===== config.mk =====
export PLATFORM = sky130hd
export DESIGN_NAME = pmc_power_mode
export DESIGN_NICKNAME = d
export VERILOG_FILES = /design/src/rtl/pmc_pkg.sv /design/src/rtl/pmc_wake_edge.sv /design/src/rtl/pmc_power_mode.sv
export SDC_FILE = /design/constraint.sdc
export NUM_CORES = 1
export LEC_CHECK = 0
export ABC_AREA = 1
export BUFFER_PORTS_ARGS = -buffer_cell sky130_fd_sc_hd__buf_4
export CORE_MARGIN = 2
export CORE_UTILIZATION = 40
export DETAILED_ROUTE_END_ITERATION = 16
export GPL_ROUTABILITY_DRIVEN = 0
export GPL_TIMING_DRIVEN = 1
export MAX_ROUTING_LAYER = met4
export PLACE_DENSITY = 0.71
export SKIP_LAST_GASP = 1
export SYNTH_ARGS = -nofsm -noshare
export SYNTH_HDL_FRONTEND = slang
export SYNTH_SLANG_ARGS = --single-unit
export TNS_END_PERCENT = 50

===== constraint.sdc =====
create_clock -name mclk -period 2.2 [get_ports mclk]
set_clock_uncertainty 0.2 [all_clocks]
set_input_delay 0.33 -clock mclk [delete_from_list [all_inputs] [get_ports mclk]]
set_output_delay 0.33 -clock mclk [all_outputs]
set_load 0.05 [all_outputs]

===== src/rtl/pmc_pkg.sv =====
// package: power mode control constants and types
`default_nettype none
package pmc_pkg;
    // =====================================================
    // bit positions in the control registers
    localparam int unsigned IDLE_BIT = 0;
    localparam int unsigned STOP_BIT = 1;
    localparam int unsigned SUSPEND_BIT = 5;
    // =====================================================
    // reset values
    localparam logic [7:0] PWR_CTRL_RESET = 8'h00;
    localparam logic [7:0] OSC_RESET = 8'h00;
    // =====================================================
    // modes
    typedef enum logic [1:0] {
        PMC_ACTIVE,
        PMC_IDLE,
        PMC_SUSPEND,
        PMC_STOP
    } pmc_mode_e;
endpackage
`default_nettype wire


===== src/rtl/pmc_wake_edge.sv =====
// file: comparator edge detector used as a wakening source
`timescale 1ns/1ps
`default_nettype none
module pmc_wake_edge (
    input wire logic mclk,
    input wire logic rst,
    input wire logic ce,
    input wire logic level,
    input wire logic en,
    input wire logic rise_en,
    input wire logic fall_en,
    output logic hit
);
    // =====================================================
    // state
    typedef struct packed {
        logic prev;
    } pmc_edge_s;
    pmc_edge_s st;
    pmc_edge_s next_st;

    always_comb begin
        next_st = st;
        next_st.prev = level;
    end

    always_ff @(posedge mclk) begin
        if (rst) begin
            // take the live level so a high comparator gives no false edge after reset
            st.prev <= level;
        end else if (ce) begin
            st <= next_st;
        end
    end

    // rising, falling or either edge
    assign hit = en && ((rise_en && level && !st.prev) || (fall_en && !level && st.prev));
endmodule // pmc_wake_edge
`default_nettype wire


===== src/rtl/pmc_power_mode.sv =====
// file: power mode control top
// =====================================================
// Overview of operation
// four modes: active, idle, suspend, stop; active after reset
// idle halts cpu fetch, system clock and peripheral clocks keep running
// idle entered by control bit 0; left on enabled interrupt or reset
// suspend gates the system clock until a wakening event
// in suspend enabled peripherals hold configuration, cpu fetches nothing
// suspend entered by osc bit 5; left on wake, external or clock-loss reset
// stop halts cpu, interrupts, timers and internal oscillator
// in stop digital peripherals off, analog kept per user setting
// stop entered by control bit 1; left only on external or clock-loss reset
// enabled comparator edge wakes from idle or suspend
// clock alarm or its oscillator loss restarts oscillator, ends suspend; int_osc_en stays high in suspend, so only the system clock restarts
// request bits self-clear on return to active or system clock restart
`timescale 1ns/1ps
`default_nettype none
module pmc_power_mode (
    input wire logic mclk,
    input wire logic rst,
    input wire logic ce,
    input wire logic power_control_wr,
    input wire logic [7:0] power_control_wdata,
    input wire logic internal_osc_control_wr,
    input wire logic [7:0] internal_osc_control_wdata,
    input wire logic irq_pending,
    input wire logic ext_reset,
    input wire logic missing_clock_detector,
    input wire logic comparator_zero_latched_out,
    input wire logic comparator_one_latched_out,
    input wire logic [1:0] cmp_wake_en,
    input wire logic [1:0] cmp_rise_en,
    input wire logic [1:0] cmp_fall_en,
    input wire logic rtc_alarm,
    input wire logic rtc_osc_fail,
    input wire logic analog_en,
    output logic [7:0] power_control_reg,
    output logic [7:0] internal_osc_control_reg,
    output logic [1:0] mode,
    output logic cpu_run,
    output logic system_clock_net_en,
    output logic periph_clk_en,
    output logic irq_timer_en,
    output logic int_osc_en,
    output logic digital_periph_en,
    output logic analog_periph_en
);
    // =====================================================
    // state
    typedef struct packed {
        pmc_pkg::pmc_mode_e mode;
        logic [7:0] pwr;
        logic [7:0] osc;
        logic cpu_run;
        logic sys_en;
        logic per_en;
        logic irq_en;
        logic osc_en;
        logic dig_en;
        logic ana_en;
    } pmc_state_s;
    pmc_state_s st;
    pmc_state_s next_st;

    logic [1:0] cmp_hit;
    logic [1:0] cmp_lvl;
    logic wake;
    logic hard_reset;

    assign cmp_lvl = {comparator_one_latched_out, comparator_zero_latched_out};

    // =====================================================
    // comparator wake sources
    genvar gi;
    generate
        for (gi = 0; gi < 2; gi++) begin : g_cmp
            pmc_wake_edge u_edge (
                .mclk(mclk),
                .rst(rst),
                .ce(ce),
                .level(cmp_lvl[gi]),
                .en(cmp_wake_en[gi]),
                .rise_en(cmp_rise_en[gi]),
                .fall_en(cmp_fall_en[gi]),
                .hit(cmp_hit[gi])
            );
        end
    endgenerate

    assign wake = (|cmp_hit) || rtc_alarm || rtc_osc_fail;
    assign hard_reset = ext_reset || missing_clock_detector;

    // =====================================================
    // mode sequencing
    always_comb begin
        next_st = st;
        case (st.mode)
            pmc_pkg::PMC_ACTIVE: begin
                if (power_control_wr) begin
                    next_st.pwr = power_control_wdata;
                    // stop takes priority over idle when both are written
                    if (power_control_wdata[pmc_pkg::STOP_BIT]) begin
                        next_st.mode = pmc_pkg::PMC_STOP;
                    end else if (power_control_wdata[pmc_pkg::IDLE_BIT]) begin
                        next_st.mode = pmc_pkg::PMC_IDLE;
                    end
                end else if (internal_osc_control_wr) begin
                    next_st.osc = internal_osc_control_wdata;
                    if (internal_osc_control_wdata[pmc_pkg::SUSPEND_BIT]) begin
                        next_st.mode = pmc_pkg::PMC_SUSPEND;
                    end
                end
            end
            pmc_pkg::PMC_IDLE: begin
                if (irq_pending || hard_reset || wake) begin
                    next_st.mode = pmc_pkg::PMC_ACTIVE;
                    next_st.pwr[pmc_pkg::IDLE_BIT] = 1'b0;
                end
            end
            pmc_pkg::PMC_SUSPEND: begin
                // interrupts alone do not end suspend
                if (wake || hard_reset) begin
                    next_st.mode = pmc_pkg::PMC_ACTIVE;
                    next_st.osc[pmc_pkg::SUSPEND_BIT] = 1'b0;
                end
            end
            pmc_pkg::PMC_STOP: begin
                if (hard_reset) begin
                    next_st.mode = pmc_pkg::PMC_ACTIVE;
                    // a combined write leaves the idle bit set as well
                    next_st.pwr[pmc_pkg::STOP_BIT] = 1'b0;
                    next_st.pwr[pmc_pkg::IDLE_BIT] = 1'b0;
                end
            end
            default: begin
                next_st.mode = pmc_pkg::PMC_ACTIVE;
            end
        endcase
        // gating follows the next mode so outputs match mode in the same cycle
        next_st.cpu_run = (next_st.mode == pmc_pkg::PMC_ACTIVE);
        next_st.sys_en = (next_st.mode == pmc_pkg::PMC_ACTIVE)
            || (next_st.mode == pmc_pkg::PMC_IDLE);
        next_st.per_en = next_st.sys_en;
        next_st.irq_en = (next_st.mode != pmc_pkg::PMC_STOP);
        next_st.osc_en = (next_st.mode != pmc_pkg::PMC_STOP);
        next_st.dig_en = (next_st.mode != pmc_pkg::PMC_STOP);
        next_st.ana_en = analog_en;
    end

    always_ff @(posedge mclk) begin
        if (rst) begin
            st.mode <= pmc_pkg::PMC_ACTIVE;
            st.pwr <= pmc_pkg::PWR_CTRL_RESET;
            st.osc <= pmc_pkg::OSC_RESET;
            st.cpu_run <= 1'b1;
            st.sys_en <= 1'b1;
            st.per_en <= 1'b1;
            st.irq_en <= 1'b1;
            st.osc_en <= 1'b1;
            st.dig_en <= 1'b1;
            st.ana_en <= 1'b0;
        end else if (ce) begin
            st <= next_st;
        end
    end

    assign mode = st.mode;
    assign power_control_reg = st.pwr;
    assign internal_osc_control_reg = st.osc;
    assign cpu_run = st.cpu_run;
    assign system_clock_net_en = st.sys_en;
    assign periph_clk_en = st.per_en;
    assign irq_timer_en = st.irq_en;
    assign int_osc_en = st.osc_en;
    assign digital_periph_en = st.dig_en;
    assign analog_periph_en = st.ana_en;
endmodule // pmc_power_mode
`default_nettype wire


==> results by group, run 1 <==
CTS
  – Deepest clock path buffer count: 2
  – H-tree Lvls: 1
  – Clk sinks: 24
  – Post-CTS Setup Inserts: 0
  – Root buffer cell: clkbuf_4
  – TritonCTS clock tree: yes
  – Clk Latency, worst-skew pair: around 310 ps
  – CTS clk-pin slew, worst paths: ~140 ps
  – Inserted Clock Buffers: 3
  – Cts repair resizes: 0

Finish
  – Share of layout cells above drive strength 1: a little over a third
  – # diodes: 0
  – Fin cells: around 240
  – Fill count: 256
  – Area Growth Syn to Fin: 45.52%
  – Final nets: 252

Detailed routing
  – Antenna Nets Post-Route: 0
  – 1st-iter DRT viols: 20
  – DR vias: 1179
  – Via density: 4.852
  – Drt drc: 0
  – Number of detailed-route iterations in the first pass: 6
  – Detailed Route WL: 2.746 mm
  – Routed WL per cell: ~11 um

Die
  – Starting density of the core: a little over two fifths
  – Core Region: between 2000 and 3000 um^2
  – IO Count: 60
  – Die area: 3347 um^2
  – DIE WIDTH: about 58 um
  – Die H: ~58 um
  – FP Rows: 19

STA
  – Worst Slack Setup Final: 282.7 ps
  – Unrepaired setup endpoints after global routing: no
  – Fin crit share: between 80% and 90%
  – Final Setup Violations: 0
  – Setup_tns: 0 ps
  – Fin. Hold Viols: 0
  – Slew Limit Headroom: 74.72%
  – Pins Over Slew Limit: 0
  – Fin crit period: 1917 ps
  – Fmax: 521.6 MHz
  – Slew @ Worst Pin: between 300 and 400 ps

Synth
  – Ys Warns: 0
  – Post-synth top area cell: dfxtp_1
  – Commonest cells in the netlist: 23 x nor2_1, 22 x dfxtp_1, 20 x inv_1
  – Synthesis-stage register bit count: 24
  – Ys async rst share: 0%
  – Synth cell types: 28
  – Syn Area/Cell: 7.681 um^2
  – Most frequent cell after synthesis: nor2_1
  – Top post-synthesis cells by area: dfxtp_1 38%, nor2_1 7.4%, o21ai_0 6.9%
  – Sequential-to-total area share from yosys stat: between 40% and 50%
  – Cell area after synthesis: 1160 um^2
  – Number of synthesized flops with an enable pin: 2
  – Mapped Cells: roughly 150
  – Top-area cell type share of the netlist area: 37.97%
  – Predominant post-synthesis flop cell: dfxtp_1
  – Syn nets: 190

GRT
  – Largest net degree at the start of global routing: 17
  – First-pass GRT wire length: roughly 4.6 mm
  – GR Overflow Total: 0
  – Vias in the first global route: 1113
  – GR Util All Layers: 18.17%
  – Initial antenna violation count: 0

Critical path
  – Slowest stage delay, CP: between 400 and 500 ps
  – Worst-path cell chain: inv_1, ha_1, inv_2, nor2_4, nor3b_2, nand3_1, a31oi_1, nor3_1
  – Element type at the critical path start: register
  – Worst EP arrival: about 1900 ps
  – Worst endpoint required time: between 2000 and 2500 ps
  – Slowest cell on the critical path: dfxtp_1
  – Crit end category: register
  – Setup CP Type: reg2reg
  – CP Max Fanout: 7

Placed design
  – PortBufs: 59
  – DP Cell Count: 236
  – Final HPWL DP: 2.284 mm
  – Post-Place Setup Slack: ~330 ps

Flow run
  – Max_cap viols: 0

Power
  – Worst VDD drop: between 0.4 and 0.5 mV
  – Leakage: 0.8364 nW
  – Pwr Density: 645.2 nW/um^2

Run status
  – Outcome: complete, no violations

Worst hold path
  – Hold Crit Class: in2reg
-- critical path: cells and delay by family (launching register included) --
kind,cells,cell delay (ps)
compound gates,1,150
fa+ha+maj,1,270
buf+inv,2,250
flops,1,480
simple gates,4,470
-- layout by cell type, fill, tap and decap left out, drive strengths merged --
cell	count
dlygate4sd3	3
a21oi	9
ha	4
o211ai	2
nand3	13
clkbuf	4
inv	22
nor3b	1
or2	1
a22o	1
nor2	25
a21boi	1
o311ai	1
nand2	17
and2	1
buf	59
edfxtp	2
o21ai	18
nand4	3
nor3	1
dfxtp	22
a31oi	2
-- power by group --
part	internal [W]	switching [W]	leakage, nW
combinational	0.000120	0.000204	0.609
sequential	0.000472	0.0000196	0.201
clock	0.000139	0.000135	0.0261
-- cells by family after synthesis --
logic type / after synthesis / synth area share [%]
simple gates: 62 / 26.21
compound gates: 34 / 16.50
buf+inv: 27 / 9.816
flops: 24 / 43.15
fa+ha+maj: 4 / 4.315
-- what timing repair did --
action,4_1_cts,5_1_grt
endpoints found under the hold margin,3,0
hold buffers,3,0
endpoints found under the setup margin,0,0
-- layout make-up --
class / count / area, um^2 / share of cell area, %
multi-input combinational: 100 / 545.5 / 32.32
sequential: 24 / 500.5 / 29.65
timing repair buffer: 62 / 473.0 / 28.02
inverter: 22 / 82.58 / 4.893
clock buffer: 4 / 47.55 / 2.817
tap: 31 / 38.79 / 2.298
-- through the flow --
step	cell area (um^2)	hold slack, ps	total power (W)	util, %
6_report	1688	18.85	0.001089	61.21
5_1_grt	1688	6.658	0.001155	61.21
4_1_cts	1688	10.79	0.001102	61.21
3_5_place_dp	1610	243.5	0.0008225	58.39
3_3_place_gp	1610	235.4	0.0008149	58.39
2_1_floorplan	1160	199.1	0.0007036	-
-- path summary, 6_finish.rpt --
check	endpoint	cells past startpoint	start	slack, ps
setup reg to reg	power_control_reg[0]	8	mode[1]	280
hold reg to reg	power_control_reg[5]	2	power_control_reg[5]	260
setup / recovery	power_control_reg[0]	8	mode[1]	280
hold / removal	analog_periph_en	2	analog_en	20
-- layer usage --
layer | global-route usage, % | wire length [um] | vias up
met1 | 21.91 | 1183 | 517
met4 | 10.96 | 100 | 0
met2 | 28.90 | 1339 | 36
li1 | - | - | 616
met5 | - | 0 | -
met3 | 2.232 | 123 | 10
Note: power is estimated with default switching activity, not from simulation.
==> run 2: changes to the inputs <==
--- a/config.mk
+++ b/config.mk
@@ -6,7 +6,7 @@
 export NUM_CORES = 1
 export LEC_CHECK = 0
 export ABC_AREA = 1
-export BUFFER_PORTS_ARGS = -buffer_cell sky130_fd_sc_hd__buf_4
+export BUFFER_PORTS_ARGS = -buffer_cell sky130_fd_sc_hd__buf_2
 export CORE_MARGIN = 2
 export CORE_UTILIZATION = 40
 export DETAILED_ROUTE_END_ITERATION = 16
==> run 2 against run 1 <==
Compared with the run above:
- register-to-register slack gained 30 ps
- cell count is the same
- combinational power shrank 11%
- critical path depth is the same
- worst setup slack gained 30 ps
- critical endpoint unchanged
- total power shrank 3.1%
- critical path type unchanged
==> results by group, run 2 (synthesis results as in run 1) <==
Detailed routing
  – Routed WL per cell: 10.65 um
  – 1st-iter DRT viols: 31
  – Number of detailed-route iterations in the first pass: 4
  – DR vias: ~1.2k
  – Drt drc: 0
  – Via density: 4.852
  – Antenna Nets Post-Route: 0
  – Detailed Route WL: 2.588 mm

Worst hold path
  – Worst Hold Path EP: internal_osc_control_reg[7]
  – Hold Startpoint: internal_osc_control_wdata[7]
  – Hold Crit Class: in2reg
  – Worst hold path depth: 3

Run status
  – Outcome: complete, no violations

Die
  – DIE WIDTH: 57.85 um
  – IO Count: 60
  – Starting density of the core: about 42%
  – FP Rows: 19
  – Die H: between 50 and 60 um
  – Die area: 3347 um^2
  – Core Region: 2758 um^2

Critical path
  – Worst r2r dst: power_control_reg[0]
  – Element type at the critical path start: register
  – Worst endpoint required time: 2230 ps
  – FF-to-FF setup slack: approximately 310 ps
  – CP Max Fanout: 7
  – RR Startpoint: mode[1]
  – Crit end category: register
  – Setup CP Type: reg2reg
  – R2R cell count: 8
  – Worst EP arrival: between 1500 and 2000 ps

CTS
  – Root buffer cell: clkbuf_4
  – Post-CTS Setup Inserts: 0
  – Clk Latency, worst-skew pair: 320 ps
  – Cts repair resizes: 0
  – CTS clk-pin slew, worst paths: 140 ps
  – Deepest clock path buffer count: 2
  – Inserted Clock Buffers: 3
  – H-tree Lvls: 1
  – TritonCTS clock tree: yes
  – Clk sinks: 24
  – # hold bufs at CTS: 2

STA
  – Slew @ Worst Pin: roughly 400 ps
  – Pins Over Slew Limit: 0
  – Worst hold margin: 45.38 ps
  – Final Setup Violations: 0
  – Fin crit period: roughly 1900 ps
  – Slew Limit Headroom: 73.30%
  – Setup_tns: 0 ps
  – Fin crit share: 85.77%
  – Fin. Hold Viols: 0
  – Unrepaired setup endpoints after global routing: no
  – Fmax: between 500 and 600 MHz

Power
  – Sw Share: between 30% and 40%
  – Leakage: 0.7956 nW
  – Pwr Density: 685.0 nW/um^2
  – Clock power frac: 26.3%
  – Combinational Power Share: a little over a quarter
  – Worst VDD drop: between 0.4 and 0.5 mV
  – Seq pwr share: 46.5%
  – Switching pwr: about 0.00036 W
  – Int Pwr: about 0.00070 W

GRT
  – GR Util All Layers: 17.52%
  – First-pass GRT wire length: 4.498 mm
  – Largest net degree at the start of global routing: 17
  – Initial antenna violation count: 0
  – GR Overflow Total: 0
  – Vias in the first global route: 1057

Finish
  – # diodes: 0
  – Final nets: 252
  – Area Growth Syn to Fin: 32.79%
  – Core Util, Final: approximately 56%
  – Most frequent cells in the layout: 59 x buf_2, 23 x nor2_1, 22 x dfxtp_1
  – Share of layout cells above drive strength 1: a little over a third
  – Most common cell after layout, fill and taps aside: buf_2

Placed design
  – PortBufs: 59
  – Final HPWL DP: 2.054 mm

Flow run
  – Max_cap viols: 0
run 2: area by class of cell:
cell class	instances	area (um^2)
Clock buffer	4	47.55
Fill cell	289	1217
Inverter	22	82.58
Multi-Input combinational cell	100	545.5
Sequential cell	24	500.5
Tap cell	31	38.79
Timing Repair Buffer	62	325.3
run 2: per-stage QoR:
step                total power (W)  std cells  setup WS, ps  instance area, um^2
floorplan                 0.0007036        151         97.25                 1160
global placement          0.0007818        236         378.1                 1463
detailed placement        0.0007839        236         333.1                 1463
CTS                        0.001061        242         323.0                 1530
global route               0.001114        243         149.9                 1540
finish                     0.001055        243         313.1                 1540
run 2: routing by layer:
metal / wire (um) / GRT usage (%) / up-vias / share of wire [%]
li1: - / - / 620 / -
met1: 1248 / 22.28 / 517 / 48
met2: 1163 / 27.27 / 38 / 45
met3: 137 / 2.902 / 4 / 5.3
met4: 40 / 7.973 / 0 / 1.5
met5: 0 / - / - / 0
run 2: power by group through the flow:
stage | logic [W] | registers (W) | clock network [W]
2_1_floorplan | 0.000109 | 0.000595 | 0
3_3_place_gp | 0.000282 | 0.000500 | 0
3_5_place_dp | 0.000284 | 0.000500 | 0
4_1_cts | 0.000287 | 0.000491 | 0.000284
5_1_grt | 0.000313 | 0.000495 | 0.000306
6_report | 0.000287 | 0.000490 | 0.000278
run 2: worst max path at each step:
stage                 start                   end  depth (start not counted)  slack (ps)
CTS                 mode[1]  power_control_reg[0]                          8         320
finish              mode[1]  power_control_reg[0]                          8         310
global placement    mode[1]  power_control_reg[0]                          8         380
detailed placement  mode[1]  power_control_reg[0]                          8         330
global route        mode[1]  power_control_reg[0]                          8         150
floorplan           mode[0]  power_control_reg[0]                          8         100
run 2: worst max-delay path: stages (launching register included):
cell and delay [ps]:
dfxtp_1 480, inv_1 120, ha_1 270, inv_2 140, nor2_4 50, nor3b_2 240
nand3_1 100, a31oi_1 150, nor3_1 60
